<file path="src/core/tx_line_pkg.sv">
// constants shared by the transmit payload and line pin block
package tx_line_pkg;
    // register offsets on the plain register port
    localparam logic [3:0] CTRL_ADDR = 4'h0;
    localparam logic [3:0] STATUS_ADDR = 4'h4;
    // control register field positions
    localparam int CTRL_DUAL_RAIL_BIT = 0;
    localparam int CTRL_HDLC_BIT = 1;
    localparam int CTRL_MODE_LSB = 2;
    localparam int CTRL_ENABLE_BIT = 4;
    localparam int CTRL_WIDTH = 5;
    localparam logic [4:0] CTRL_RESET = 5'h00;
    // payload mode codes in the control mode field
    localparam logic [1:0] MODE_SERIAL = 2'h0;
    localparam logic [1:0] MODE_NIBBLE = 2'h1;
    // status register field positions
    localparam int STAT_FRAMES_LSB = 0;
    localparam int STAT_LEVEL_LSB = 16;
    localparam int STAT_OVERFLOW_BIT = 24;
    localparam int STAT_OVERFLOW_CLR_BIT = 24;
    // buffer shape
    localparam int FIFO_WIDTH = 8;
    localparam int FIFO_DEPTH = 16;
    localparam int LEVEL_WIDTH = 5;
    // line timing
    localparam int CLK_PERIOD_NS = 8;
    localparam int BIT_PERIOD_NS = 32;
    localparam logic [3:0] BIT_CYCLES = 4'((BIT_PERIOD_NS + CLK_PERIOD_NS - 1) / CLK_PERIOD_NS);
    localparam logic [10:0] FRAME_BITS = 11'h600;
    // pin bus: bit 8 is the nibble clock, bits 7:0 the shared data pins
    localparam int PIN_CLOCK_BIT = 8;
    localparam int PIN_WIDTH = 9;
endpackage

</file>
<file path="src/core/tx_payload_and_line_pins.sv">
// transmit payload input pins, message byte input and line rail outputs of one channel
// Contract
// The shared pin feeds nibble bit 2 or message byte bit 2, per HDLC mode.
// Terminal equipment presents outbound payload on the nibble input pins.
// In nibble mode, nibble pins are sampled on each rising nibble clock edge.
// Nibble pins are used only in nibble-parallel payload mode, ignored otherwise; the code also reads them as message byte bits whenever HDLC mode is set.
// In HDLC mode the shared pin is bit 2 of the message byte input.
// Single-rail: negative rail high for one bit period at each frame end only.
// Dual-rail: negative rail carries the negative pulses beside the positive rail.
// Rail mode and HDLC mode are software configuration bits set before traffic.
module tx_payload_and_line_pins (
    input wire logic sys_clk, // 125 MHz system clock
    input wire logic rst, // synchronous reset, active high
    input wire logic [3:0] reg_addr, // register byte address
    input wire logic [31:0] reg_wdata, // register write data
    input wire logic reg_wr, // register write strobe
    input wire logic reg_rd, // register read strobe
    output logic [31:0] reg_rdata, // read data, cycle after the strobe
    input wire logic tx_nibble_clock, // nibble clock pin from the terminal
    input wire logic tx_payload_nibble_bit2, // shared pin: nibble bit 2 or byte bit 2
    input wire logic [2:0] tx_nibble_other, // nibble bits 3, 1 and 0, shared with byte bits
    input wire logic [3:0] tx_message_upper, // message byte bits 7 to 4
    output logic tx_positive_rail, // positive rail or data to the line unit
    output logic tx_negative_rail // frame end mark or negative pulses
);
    // ******************************************************************
    // state
    // ******************************************************************
    typedef enum logic {
        LINE_IDLE,
        LINE_RUN
    } line_state_type;

    typedef struct packed {
        logic [tx_line_pkg::PIN_WIDTH-1:0] sync1;
        logic [tx_line_pkg::PIN_WIDTH-1:0] sync2;
        logic [tx_line_pkg::PIN_WIDTH-1:0] sync3;
        logic [tx_line_pkg::PIN_WIDTH-1:0] filt;
        logic [tx_line_pkg::CTRL_WIDTH-1:0] ctrl;
        logic [31:0] rdata;
        logic overflow;
        logic [15:0] frames;
        logic [3:0] nib_hi;
        logic nib_half;
        logic push;
        logic [7:0] push_data;
        line_state_type line;
        logic [3:0] div;
        logic [10:0] bit_cnt;
        logic [7:0] shift;
        logic [2:0] bits_left;
        logic neg_next;
        logic pos;
        logic neg;
    } main_state_type;

    main_state_type st_q;
    main_state_type st_d;
    logic [tx_line_pkg::PIN_WIDTH-1:0] pins;
    logic [tx_line_pkg::PIN_WIDTH-1:0] agree;
    logic [tx_line_pkg::PIN_WIDTH-1:0] filt_new;
    logic clk_rise;
    logic [7:0] byte_in;
    logic [3:0] nibble_in;
    logic fifo_in_ready;
    logic fifo_out_valid;
    logic [7:0] fifo_out_data;
    logic fifo_pop;
    logic [tx_line_pkg::LEVEL_WIDTH-1:0] fifo_level;
    logic dual_rail;
    logic hdlc_mode;
    logic nibble_mode;
    logic bit_tick;
    logic frame_last;

    // ******************************************************************
    // pin filtering and input routing
    // ******************************************************************
    // a pin change counts only once the second and third stage agree
    assign pins = {tx_nibble_clock, tx_message_upper, tx_nibble_other[2], tx_payload_nibble_bit2,
                   tx_nibble_other[1:0]};
    // stage one may still be settling, so only stages two and three are compared
    // the filter costs about four cycles: data must stand that long past the clock edge
    assign agree = ~(st_q.sync2 ^ st_q.sync3);
    assign filt_new = (agree & st_q.sync3) | (~agree & st_q.filt);
    assign clk_rise = filt_new[tx_line_pkg::PIN_CLOCK_BIT] && !st_q.filt[tx_line_pkg::PIN_CLOCK_BIT];
    assign byte_in = filt_new[7:0]; // shared pin lands on byte bit 2
    assign nibble_in = filt_new[3:0]; // shared pin lands on nibble bit 2

    // configuration decode
    assign dual_rail = st_q.ctrl[tx_line_pkg::CTRL_DUAL_RAIL_BIT];
    assign hdlc_mode = st_q.ctrl[tx_line_pkg::CTRL_HDLC_BIT];
    assign nibble_mode = st_q.ctrl[tx_line_pkg::CTRL_MODE_LSB +: 2] == tx_line_pkg::MODE_NIBBLE;

    // line timing strobes
    assign bit_tick = (st_q.line == LINE_RUN) && (st_q.div == tx_line_pkg::BIT_CYCLES - 4'h1);
    // the mark rides on the last bit, so the frame count and the mark move together
    assign frame_last = st_q.bit_cnt == tx_line_pkg::FRAME_BITS - 11'h001;
    // the line only pulls a byte when one is due, so the fifo really fills
    assign fifo_pop = bit_tick && (st_q.bits_left == 3'h0) && fifo_out_valid;

    // ******************************************************************
    // buffer between the terminal side and the line side
    // ******************************************************************
    // sixteen bytes absorb the uneven terminal clock against the steady line rate
    byte_fifo #(
        .WIDTH(tx_line_pkg::FIFO_WIDTH),
        .DEPTH(tx_line_pkg::FIFO_DEPTH)
    ) u_fifo (
        .sys_clk(sys_clk),
        .rst(rst),
        .in_valid(st_q.push),
        .in_data(st_q.push_data),
        .in_ready(fifo_in_ready),
        .out_valid(fifo_out_valid),
        .out_data(fifo_out_data),
        .out_ready(fifo_pop),
        .level(fifo_level)
    );

    // ******************************************************************
    // next state
    // ******************************************************************
    always_comb
    begin
        logic [7:0] cur;
        logic line_bit;
        cur = 8'h00;
        line_bit = 1'b0;
        st_d = st_q;
        st_d.sync1 = pins;
        st_d.sync2 = st_q.sync1;
        st_d.sync3 = st_q.sync2;
        st_d.filt = filt_new;
        st_d.push = 1'b0;
        // a full fifo refuses the word; the drop is flagged, set beating clear
        if (st_q.push && !fifo_in_ready)
        begin
            st_d.overflow = 1'b1;
        end
        // register writes; configuration is expected before traffic starts
        if (reg_wr && reg_addr == tx_line_pkg::CTRL_ADDR)
        begin
            st_d.ctrl = reg_wdata[tx_line_pkg::CTRL_WIDTH-1:0];
            st_d.nib_half = 1'b0;
        end
        if (reg_wr && reg_addr == tx_line_pkg::STATUS_ADDR && reg_wdata[tx_line_pkg::STAT_OVERFLOW_CLR_BIT]
            && !(st_q.push && !fifo_in_ready))
        begin
            st_d.overflow = 1'b0;
        end
        // register reads answer in the next cycle, unmapped reads give zero
        st_d.rdata = 32'h0000_0000;
        if (reg_rd && reg_addr == tx_line_pkg::CTRL_ADDR)
        begin
            st_d.rdata[tx_line_pkg::CTRL_WIDTH-1:0] = st_q.ctrl;
        end
        else if (reg_rd && reg_addr == tx_line_pkg::STATUS_ADDR)
        begin
            st_d.rdata[tx_line_pkg::STAT_FRAMES_LSB +: 16] = st_q.frames;
            st_d.rdata[tx_line_pkg::STAT_LEVEL_LSB +: tx_line_pkg::LEVEL_WIDTH] = fifo_level;
            st_d.rdata[tx_line_pkg::STAT_OVERFLOW_BIT] = st_q.overflow;
        end
        // terminal side capture on the nibble clock rising edge
        if (clk_rise && hdlc_mode)
        begin
            st_d.push = 1'b1; // whole message byte per edge
            st_d.push_data = byte_in;
        end
        else if (clk_rise && nibble_mode) // hdlc mode has priority
        begin
            // upper nibble first, the pair forms one byte
            if (st_q.nib_half)
            begin
                st_d.push = 1'b1;
                st_d.push_data = {st_q.nib_hi, nibble_in};
                st_d.nib_half = 1'b0;
            end
            else
            begin
                st_d.nib_hi = nibble_in;
                st_d.nib_half = 1'b1;
            end
        end
        // other payload modes leave the nibble pins unread unless hdlc mode is set
        // line side: bit divider and frame counter
        unique case (st_q.line)
            LINE_IDLE:
            begin
                st_d.pos = 1'b0;
                st_d.neg = 1'b0;
                st_d.div = 4'h0;
                st_d.bit_cnt = 11'h000;
                st_d.bits_left = 3'h0;
                if (st_q.ctrl[tx_line_pkg::CTRL_ENABLE_BIT])
                begin
                    st_d.line = LINE_RUN;
                end
            end
            LINE_RUN:
            begin
                st_d.div = bit_tick ? 4'h0 : st_q.div + 4'h1;
                if (bit_tick)
                begin
                    // an empty fifo sends a zero byte rather than stalling the line
                    if (st_q.bits_left == 3'h0)
                    begin
                        cur = fifo_out_valid ? fifo_out_data : 8'h00;
                        st_d.bits_left = 3'h7;
                    end
                    else
                    begin
                        cur = st_q.shift;
                        st_d.bits_left = st_q.bits_left - 3'h1;
                    end
                    line_bit = cur[7];
                    st_d.shift = {cur[6:0], 1'b0};
                    st_d.bit_cnt = frame_last ? 11'h000 : st_q.bit_cnt + 11'h001;
                    if (frame_last)
                    begin
                        st_d.frames = st_q.frames + 16'h0001;
                    end
                    if (dual_rail)
                    begin
                        // polarity memory survives idle, so alternation carries across bytes
                        // marks alternate polarity; never both rails at once
                        st_d.pos = line_bit && !st_q.neg_next;
                        st_d.neg = line_bit && st_q.neg_next;
                        if (line_bit)
                        begin
                            st_d.neg_next = !st_q.neg_next;
                        end
                    end
                    else
                    begin
                        st_d.pos = line_bit;
                        st_d.neg = frame_last; // one bit period at frame end
                    end
                end
                if (!st_q.ctrl[tx_line_pkg::CTRL_ENABLE_BIT])
                begin
                    st_d.line = LINE_IDLE;
                end
            end
        endcase
    end

    // ******************************************************************
    // registers
    // ******************************************************************
    always_ff @(posedge sys_clk)
    begin
        if (rst)
        begin
            st_q <= '0;
            st_q.ctrl <= tx_line_pkg::CTRL_RESET;
            st_q.line <= LINE_IDLE;
        end
        else
        begin
            st_q <= st_d;
        end
    end

    // every output comes straight from the state register
    assign reg_rdata = st_q.rdata;
    assign tx_positive_rail = st_q.pos;
    assign tx_negative_rail = st_q.neg;
endmodule

</file>
<file path="src/core/byte_fifo.sv">
// flip-flop fifo with valid and ready on both sides
module byte_fifo #(
    parameter int WIDTH = 8,
    parameter int DEPTH = 16
) (
    input wire logic sys_clk, // system clock
    input wire logic rst, // synchronous reset, active high
    input wire logic in_valid, // write request
    input wire logic [WIDTH-1:0] in_data, // write word
    output logic in_ready, // room for a word
    output logic out_valid, // a word is waiting
    output logic [WIDTH-1:0] out_data, // oldest word
    input wire logic out_ready, // reader takes the word
    output logic [$clog2(DEPTH+1)-1:0] level // words held
);
    localparam int AW = $clog2(DEPTH);
    localparam int CW = $clog2(DEPTH + 1);

    typedef struct packed {
        logic [DEPTH-1:0][WIDTH-1:0] mem;
        logic [AW-1:0] wr_ptr;
        logic [AW-1:0] rd_ptr;
        logic [CW-1:0] count;
    } fifo_state_type;

    fifo_state_type st_q;
    fifo_state_type st_d;
    logic do_push;
    logic do_pop;

    // flags come from the count so full and empty are never stale
    assign in_ready = st_q.count != CW'(DEPTH);
    assign out_valid = st_q.count != '0;
    assign out_data = st_q.mem[st_q.rd_ptr];
    assign level = st_q.count;
    assign do_push = in_valid && in_ready;
    assign do_pop = out_valid && out_ready;

    // next state: write, read and count update
    always_comb
    begin
        st_d = st_q;
        if (do_push)
        begin
            st_d.mem[st_q.wr_ptr] = in_data;
            st_d.wr_ptr = (st_q.wr_ptr == AW'(DEPTH - 1)) ? '0 : st_q.wr_ptr + 1'b1;
        end
        if (do_pop)
        begin
            st_d.rd_ptr = (st_q.rd_ptr == AW'(DEPTH - 1)) ? '0 : st_q.rd_ptr + 1'b1;
        end
        if (do_push && !do_pop)
        begin
            st_d.count = st_q.count + 1'b1;
        end
        else if (do_pop && !do_push)
        begin
            st_d.count = st_q.count - 1'b1;
        end
    end

    // storage is left out of reset, only pointers and count clear
    always_ff @(posedge sys_clk)
    begin
        if (rst)
        begin
            st_q.mem <= st_d.mem;
            st_q.wr_ptr <= '0;
            st_q.rd_ptr <= '0;
            st_q.count <= '0;
        end
        else
        begin
            st_q <= st_d;
        end
    end
endmodule

</file>
<file path="config.mk">
export PLATFORM = sky130hd
export DESIGN_NAME = tx_payload_and_line_pins
export DESIGN_NICKNAME = d
export VERILOG_FILES = /design/src/core/tx_line_pkg.sv /design/src/core/tx_payload_and_line_pins.sv /design/src/core/byte_fifo.sv
export SDC_FILE = /design/constraint.sdc
export NUM_CORES = 1
export LEC_CHECK = 0
export BUFFER_PORTS_ARGS = -buffer_cell sky130_fd_sc_hd__buf_4
export CAP_MARGIN = 15
export CORE_MARGIN = 2
export CORE_UTILIZATION = 57
export CTS_CLUSTER_DIAMETER = 100
export DETAILED_ROUTE_END_ITERATION = 10
export GPL_ROUTABILITY_DRIVEN = 1
export PLACE_DENSITY_LB_ADDON = 0.1
export SETUP_SLACK_MARGIN = 0.4
export SLEW_MARGIN = 20
export SYNTH_ARGS = -nofsm -noshare
export SYNTH_HDL_FRONTEND = slang
export SYNTH_SLANG_ARGS = --single-unit
</file>
<file path="constraint.sdc">
create_clock -name sys_clk -period 4.15 [get_ports sys_clk]
set_input_delay 1.245 -clock sys_clk [delete_from_list [all_inputs] [get_ports sys_clk]]
set_output_delay 1.245 -clock sys_clk [all_outputs]
set_load 0.005 [all_outputs]
</file>
# After elaboration in Yosys (flattened, before gate mapping)
# Cells that the tools add are included.
dict set report totals {
  regBits 274
  latchBits 0
  ramBits 0
  rom_bits 0
  input_bits 49
  output_inout_bits 34
  elab_cells 142
  mem_count 0
}
dict set report op_classes {
  n_addsub 8
  multipliers 0
  div 0
  order_cmp 3
  n_eq_ne 8
  shift 0
  mux 33
  n_bitwise 10
  n_reduce_logical 39
}
# operator count
set op_table {}
lappend op_table {{132-bit two-way mux} 1}
lappend op_table {{128-bit bitwise mux} 1}
lappend op_table {{8-bit two-way mux} 6}
lappend op_table {{8-bit binary-select mux with 4-bit select} 1}
lappend op_table {{8-bit demux with 4-bit select} 1}
lappend op_table {{16-bit case mux with 2 select lines} 1}
lappend op_table {{25-bit two-way mux} 1}
lappend op_table {{1-bit logical AND} 20}
lappend op_table {{5-bit two-way mux} 4}
lappend op_table {{9-bit bitwise AND} 2}
lappend op_table {{9-bit two-way mux} 2}
lappend op_table {{9-bit inverter} 2}
lappend op_table {{16-bit by 1-bit adder with 16-bit output, second input constant} 1}
lappend op_table {{4-bit by 1-bit adder with 4-bit output, second input constant} 3}
lappend op_table {{4-bit two-way mux} 3}
lappend op_table {{11-bit by 1-bit adder with 11-bit output, second input constant} 1}
lappend op_table {{11-bit equality test, second input constant} 1}
lappend op_table {{11-bit two-way mux} 1}
lappend op_table {{4-bit by 5-bit less-than comparator with 1-bit output, second input constant} 2}
lappend op_table {{10-bit two-way mux} 1}
lappend op_table {{9-bit bitwise OR} 1}
lappend op_table {{9-bit bitwise XOR} 1}
lappend op_table {{4-bit equality test, second input constant} 2}
lappend op_table {{1-bit zero test} 6}
lappend op_table {{other kinds (24)} 36}

# Depth between registers and ports, before layout
dict set report logic_depth {
  word_depth 10
  mapped_depth 15
  mapped_depth_nobuf 15
}

# By module
# Synthesis repeated with hierarchy kept, for this count alone.
dict set report unflattened {
  cells_unflattened 815
  hier_area_um2 10550.1
}
# mod instances cells_each area_per_inst_um2 seq_area_each_um2
set modules_own_cells {}
lappend modules_own_cells {byte_fifo 1 311 5804.3 4103.9}
lappend modules_own_cells {tx_payload_and_line_pins 1 504 4745.8 2462.4}

# Worst setup path after synthesis
# Ideal clock, no wire load.
dict set report synth_timing {
  path_kind {reg-to-reg}
  start {register st_q[25] (netlist name)}
  end {register u_fifo.st_q, in the netlist u_fifo.level[4]}
  setup_time_ns 0.128
  arrival_time_ns 2.939
  t_required_ns 4.022
  slack_ns 1.083
  path_stages_with_launch 15
  path_buffers 0
  period_less_slack_ns 3.067
  cell_sequence {dfxtp_1 > ha_1 > nor3b_2 > nand2_1 > nor2_1 > inv_1 > ha_1 > inv_1 > ha_1 > nor2b_1 > o21a_1 > or3_1 > a21oi_1 > xnor2_1 > nor2_1}
}
dict set report synth_between {
  elab_chain_len 8
  word_cells_on_any_way 10
  cone_classes {eq/ne: 1; mux: 1; reduce/logical: 8}
}
# item line
set synth_rtl {}
lappend synth_rtl {{from (decl)} tx_payload_and_line_pins.sv:57} ;# main_state_type st_q;
lappend synth_rtl {{from (signal assigned)} tx_payload_and_line_pins.sv:261} ;# st_q <= st_d;
lappend synth_rtl {{4-bit by 2-bit equality test with 1-bit output (*)} tx_payload_and_line_pins.sv:96} ;# assign bit_tick = (st_q.line == LINE_RUN) && (st_q.div == tx_line_pkg::BIT_CYCLES - 4'h1);
lappend synth_rtl {{1-bit logical AND (*)} tx_payload_and_line_pins.sv:96}
lappend synth_rtl {{1-bit logical AND (*) (2 in series)} tx_payload_and_line_pins.sv:100} ;# assign fifo_pop = bit_tick && (st_q.bits_left == 3'h0) && fifo_out_valid;
lappend synth_rtl {{1-bit logical AND (*)} byte_fifo.sv:37} ;# assign do_pop = out_valid && out_ready;
lappend synth_rtl {{1-bit zero test} byte_fifo.sv:52} ;# if (do_push && !do_pop)
lappend synth_rtl {{1-bit logical AND} byte_fifo.sv:52}
lappend synth_rtl {{5-bit two-way mux / 2-bit nonzero test (equally long branches)} -}
lappend synth_rtl {{to (signal assigned)} byte_fifo.sv:74} ;# st_q <= st_d;
lappend synth_rtl {{to (decl)} byte_fifo.sv:26} ;# fifo_state_type st_q;
# Mark *: on every way between the ends. The rest lies on a longest branch, timed or not.
# A chain may end at the register's enable or synchronous reset.

# Worst setup path in the final report
# Same ends and word-level chain as after synthesis.

==> impl_metrics.env <==
export IMPL_yosys_area_top_type_share_pct=36.79
export IMPL_critical_path_buf_inv_count=3
export IMPL_ys_flop_type="dfxtp_1"
export IMPL_numCtsBuffers=27
export IMPL_fp_dieH_um=139.4
export IMPL_crit_path_end_kind="register"
export IMPL_drtPass1Iterations=7
export IMPL_slowest_delay_ns=0.40
export IMPL_async_reset_ff_share_pct=0
export IMPL_syn_avg_cell_area_um2=12.65
export IMPL_via_per_inst=5.643
export IMPL_status="finished clean"
export IMPL_post_cts_resized=0
export IMPL_globalplace_congestion=0.8102
export IMPL_regArea_um2=6569
export IMPL_grt_max_degree=85
export IMPL_ff2ff_path_depth=15
export IMPL_mostFrequentLayoutCells="dfxtp_1, edfxtp_1, nor2_1"
export IMPL_vias=6213
export IMPL_crit_start="st_q[25]$_SDFF_PP0_"
export IMPL_synth_distinct_cells=57
export IMPL_ctsHoldBuffers=0
export IMPL_num_antenna_cells=0
export IMPL_rsz0062_at_grt="no"
export IMPL_dieArea_um2=19430
export IMPL_grt_pass1_vias=6212
export IMPL_totalWireLength_mm=20.28
export IMPL_p_leak_nw=4.135
export IMPL_worstSetupStartpointType="register"
export IMPL_p_switching_mw=1.000
export IMPL_insertion_delay_ns=0.54
export IMPL_hold_viol_final=0
export IMPL_synth_cells=826
export IMPL_grt_pass1_wl_mm=32.42
export IMPL_post_route_util_pct=64.99
export IMPL_maxCapViolCount=0
export IMPL_cellPowerDensity_nw_per_um2=437.6
export IMPL_cts_setup_buffers=0
export IMPL_first_iter_violations=443
export IMPL_intPower_mw=4.109
export IMPL_max_freq_mhz=289.8
export IMPL_mostFrequentLayoutCell="dfxtp_1"
export IMPL_timing_rr_end="u_fifo.level[4]$_SDFFE_PP0P_"
export IMPL_final_nets=915
export IMPL_synth_seq_cells=264
export IMPL_slew_headroom_pct=31.68
export IMPL_core_um2=17960
export IMPL_dp_hpwl_mm=13.32
export IMPL_die_w_um=139.4
export IMPL_path_depth=15
export IMPL_synth_seq_area_share_pct=62.84
export IMPL_path_class="reg2reg"
export IMPL_setup_viol=0
export IMPL_cp_top_family="simple AND/OR/NAND/NOR gates"
export IMPL_cp_max_fo=9
export IMPL_drv_slew=0
export IMPL_nFillCells=1324
export IMPL_reg2reg_from="st_q[25]$_SDFF_PP0_"
export IMPL_setup_tns_ns=0
export IMPL_cts_max_path_buffers=3
export IMPL_wire_per_inst_um=18.42
export IMPL_antenna_found_initial=0
export IMPL_skew_ns=0.01282
export IMPL_required_ns=4.54
export IMPL_min_period_over_period_pct=83.14
export IMPL_netlist_area_um2=10450
export IMPL_placed_cells=1051
export IMPL_synth_edf_count=128
export IMPL_rows=49
export IMPL_power_frac_comb_pct=1.0
export IMPL_yosys_warnings=0
export IMPL_synth_area_leader_cell="edfxtp_1"
export IMPL_critPathArrivalTime_ns=3.84
export IMPL_port_buffers=46
export IMPL_fin_crit_ns=3.450
export IMPL_cts_tree="built"
export IMPL_ios=83
export IMPL_r2r_setup_slack_ns=0.70
export IMPL_path_clk_slew_ns=0.06
export IMPL_pwr_share_seq_pct=53.3
export IMPL_drc=0
export IMPL_grt_overflow=0
export IMPL_ant_nets=0
export IMPL_cts_htree_levels=1
export IMPL_layout_drive_gt1_share_pct=16.74
export IMPL_switching_share_pct=19.57
export IMPL_grt_use_total_pct=20.95
export IMPL_clkPwrFrac_pct=45.7
export IMPL_crit_end="u_fifo.level[4]$_SDFFE_PP0P_"
export IMPL_multi_input_area_um2=3471
export IMPL_initial_utilization_pct=58.17
export IMPL_fin_cells=1101
export IMPL_worst_hold_path_type="reg2reg"
export IMPL_synthTopCellsByArea="edfxtp_1, dfxtp_1, mux4_2"
export IMPL_cp_cell_sequence="ha_1 -> nor3b_2 -> buf_4 -> nand2_1 -> nor2_1 -> inv_1 -> ha_1 -> inv_1 -> ha_1 -> nor2b_1 -> o21a_1 -> or3_1 -> a21oi_1 -> xnor2_1 -> nor2_1"
export IMPL_ctsRootBufferMaster="clkbuf_16"
export IMPL_worst_path_max_delay_cell="nor2_1"
export IMPL_tightest_slew_ns=1.021
export IMPL_cp_common_cell="ha_1"
export IMPL_areaGrowthSynthToFinish_pct=11.73
export IMPL_cts_sinks=264
export IMPL_ir_worst_vdd_mv=0.3395
[cell type report]
cell class | instances | area share, %
Clock buffer | 41 | 6.687
Timing Repair Buffer | 54 | 3.472
Inverter | 18 | 0.5787
Sequential cell | 264 | 56.26
Clock inverter | 9 | 0.8145
Multi-Input combinational cell | 486 | 29.73
Tap cell | 229 | 2.454
[state kept, by name (all words and copies together) (netlist names)]
register          flops
st_d                 18
dual_rail             1
reg_rdata            22
u_fifo.level          5
tx_negative_rail      1
tx_positive_rail      1
hdlc_mode             1
st_q                 79
u_fifo.st_q         136
[through the flow]
step / area, um^2 / power [mW] / worst slack, ns / hold WS, ns
global route: 11670 / 5.257 / 0.4061 / 0.4537
finish: 11670 / 5.109 / 0.6998 / 0.4338
global placement: 10790 / 2.828 / 0.8480 / 0.4191
floorplan: 10480 / 2.814 / 1.083 / 0.4138
CTS: 11670 / 5.155 / 0.7258 / 0.4392
detailed placement: 10800 / 2.830 / 0.7404 / 0.4255
[layer usage]
layer	vias up	track usage [%]	wire (um)
met5	-	0	0
met4	0	6.645	583
met3	37	3.269	900
met2	145	35.35	9975
met1	3059	28.18	8817
li1	2972	-	-
[logic make-up (layout without fill, tap and decap cells)]
kind of cell / after synthesis / count (layout) / synth area share, %
multiplexers: 60 / 60 / 9.232
adder cells (fa/ha/maj): 23 / 23 / 2.634
buffers and inverters: 85 / 122 / 4.359
flip-flops: 264 / 264 / 62.84
XOR/XNOR: 21 / 21 / 1.760
AO/OA/AOI/OAI: 95 / 95 / 5.508
AND/OR/NAND/NOR: 277 / 277 / 13.63
other: 1 / 10 / 0.03589
[cell usage after synthesis, drive strengths merged, types with 3 or more instances]
library cell and count:
nand2b 11, o21ai 19, dfxtp 136, ha 14, a31oi 4, xor2 9, inv 17, maj3 8
nor4 5, nand2 45, mux2i 21, o22ai 10, a21oi 37, and3 9, or3 7, nand3 12
mux2 11, nand4 5, a311oi 3, nor3 31, xnor2 12, and2 13, buf 45, a21o 4
a211oi 5, edfxtp 128, mux4 28, nor2b 43, clkbuf 22, nor2 87, nand3b 4
[how the worst min path moves through the flow]
stage	end	start	cells after the start	slack (ns)
detailed placement	st_d[108]$_SDFF_PP0_	st_d[117]$_SDFF_PP0_	1	0.43
global route	st_d[109]$_SDFF_PP0_	st_d[118]$_SDFF_PP0_	1	0.45
floorplan	st_d[107]$_SDFF_PP0_	st_d[116]$_SDFF_PP0_	1	0.41
global placement	st_d[108]$_SDFF_PP0_	st_d[117]$_SDFF_PP0_	1	0.42
finish	st_d[108]$_SDFF_PP0_	st_d[117]$_SDFF_PP0_	1	0.43
CTS	st_d[108]$_SDFF_PP0_	st_d[117]$_SDFF_PP0_	1	0.44
[power by group through the flow]
| stage | Sequential (mW) | Clock [mW] | Combinational, mW |
|---|---|---|---|
| 3_5_place_dp | 2.78 | 0 | 0.0516 |
| 6_report | 2.72 | 2.34 | 0.0511 |
| 3_3_place_gp | 2.78 | 0 | 0.0506 |
| 5_1_grt | 2.72 | 2.48 | 0.0568 |
| 2_1_floorplan | 2.78 | 0 | 0.0371 |
| 4_1_cts | 2.72 | 2.38 | 0.0518 |
Power figures use the tool's default switching activity.
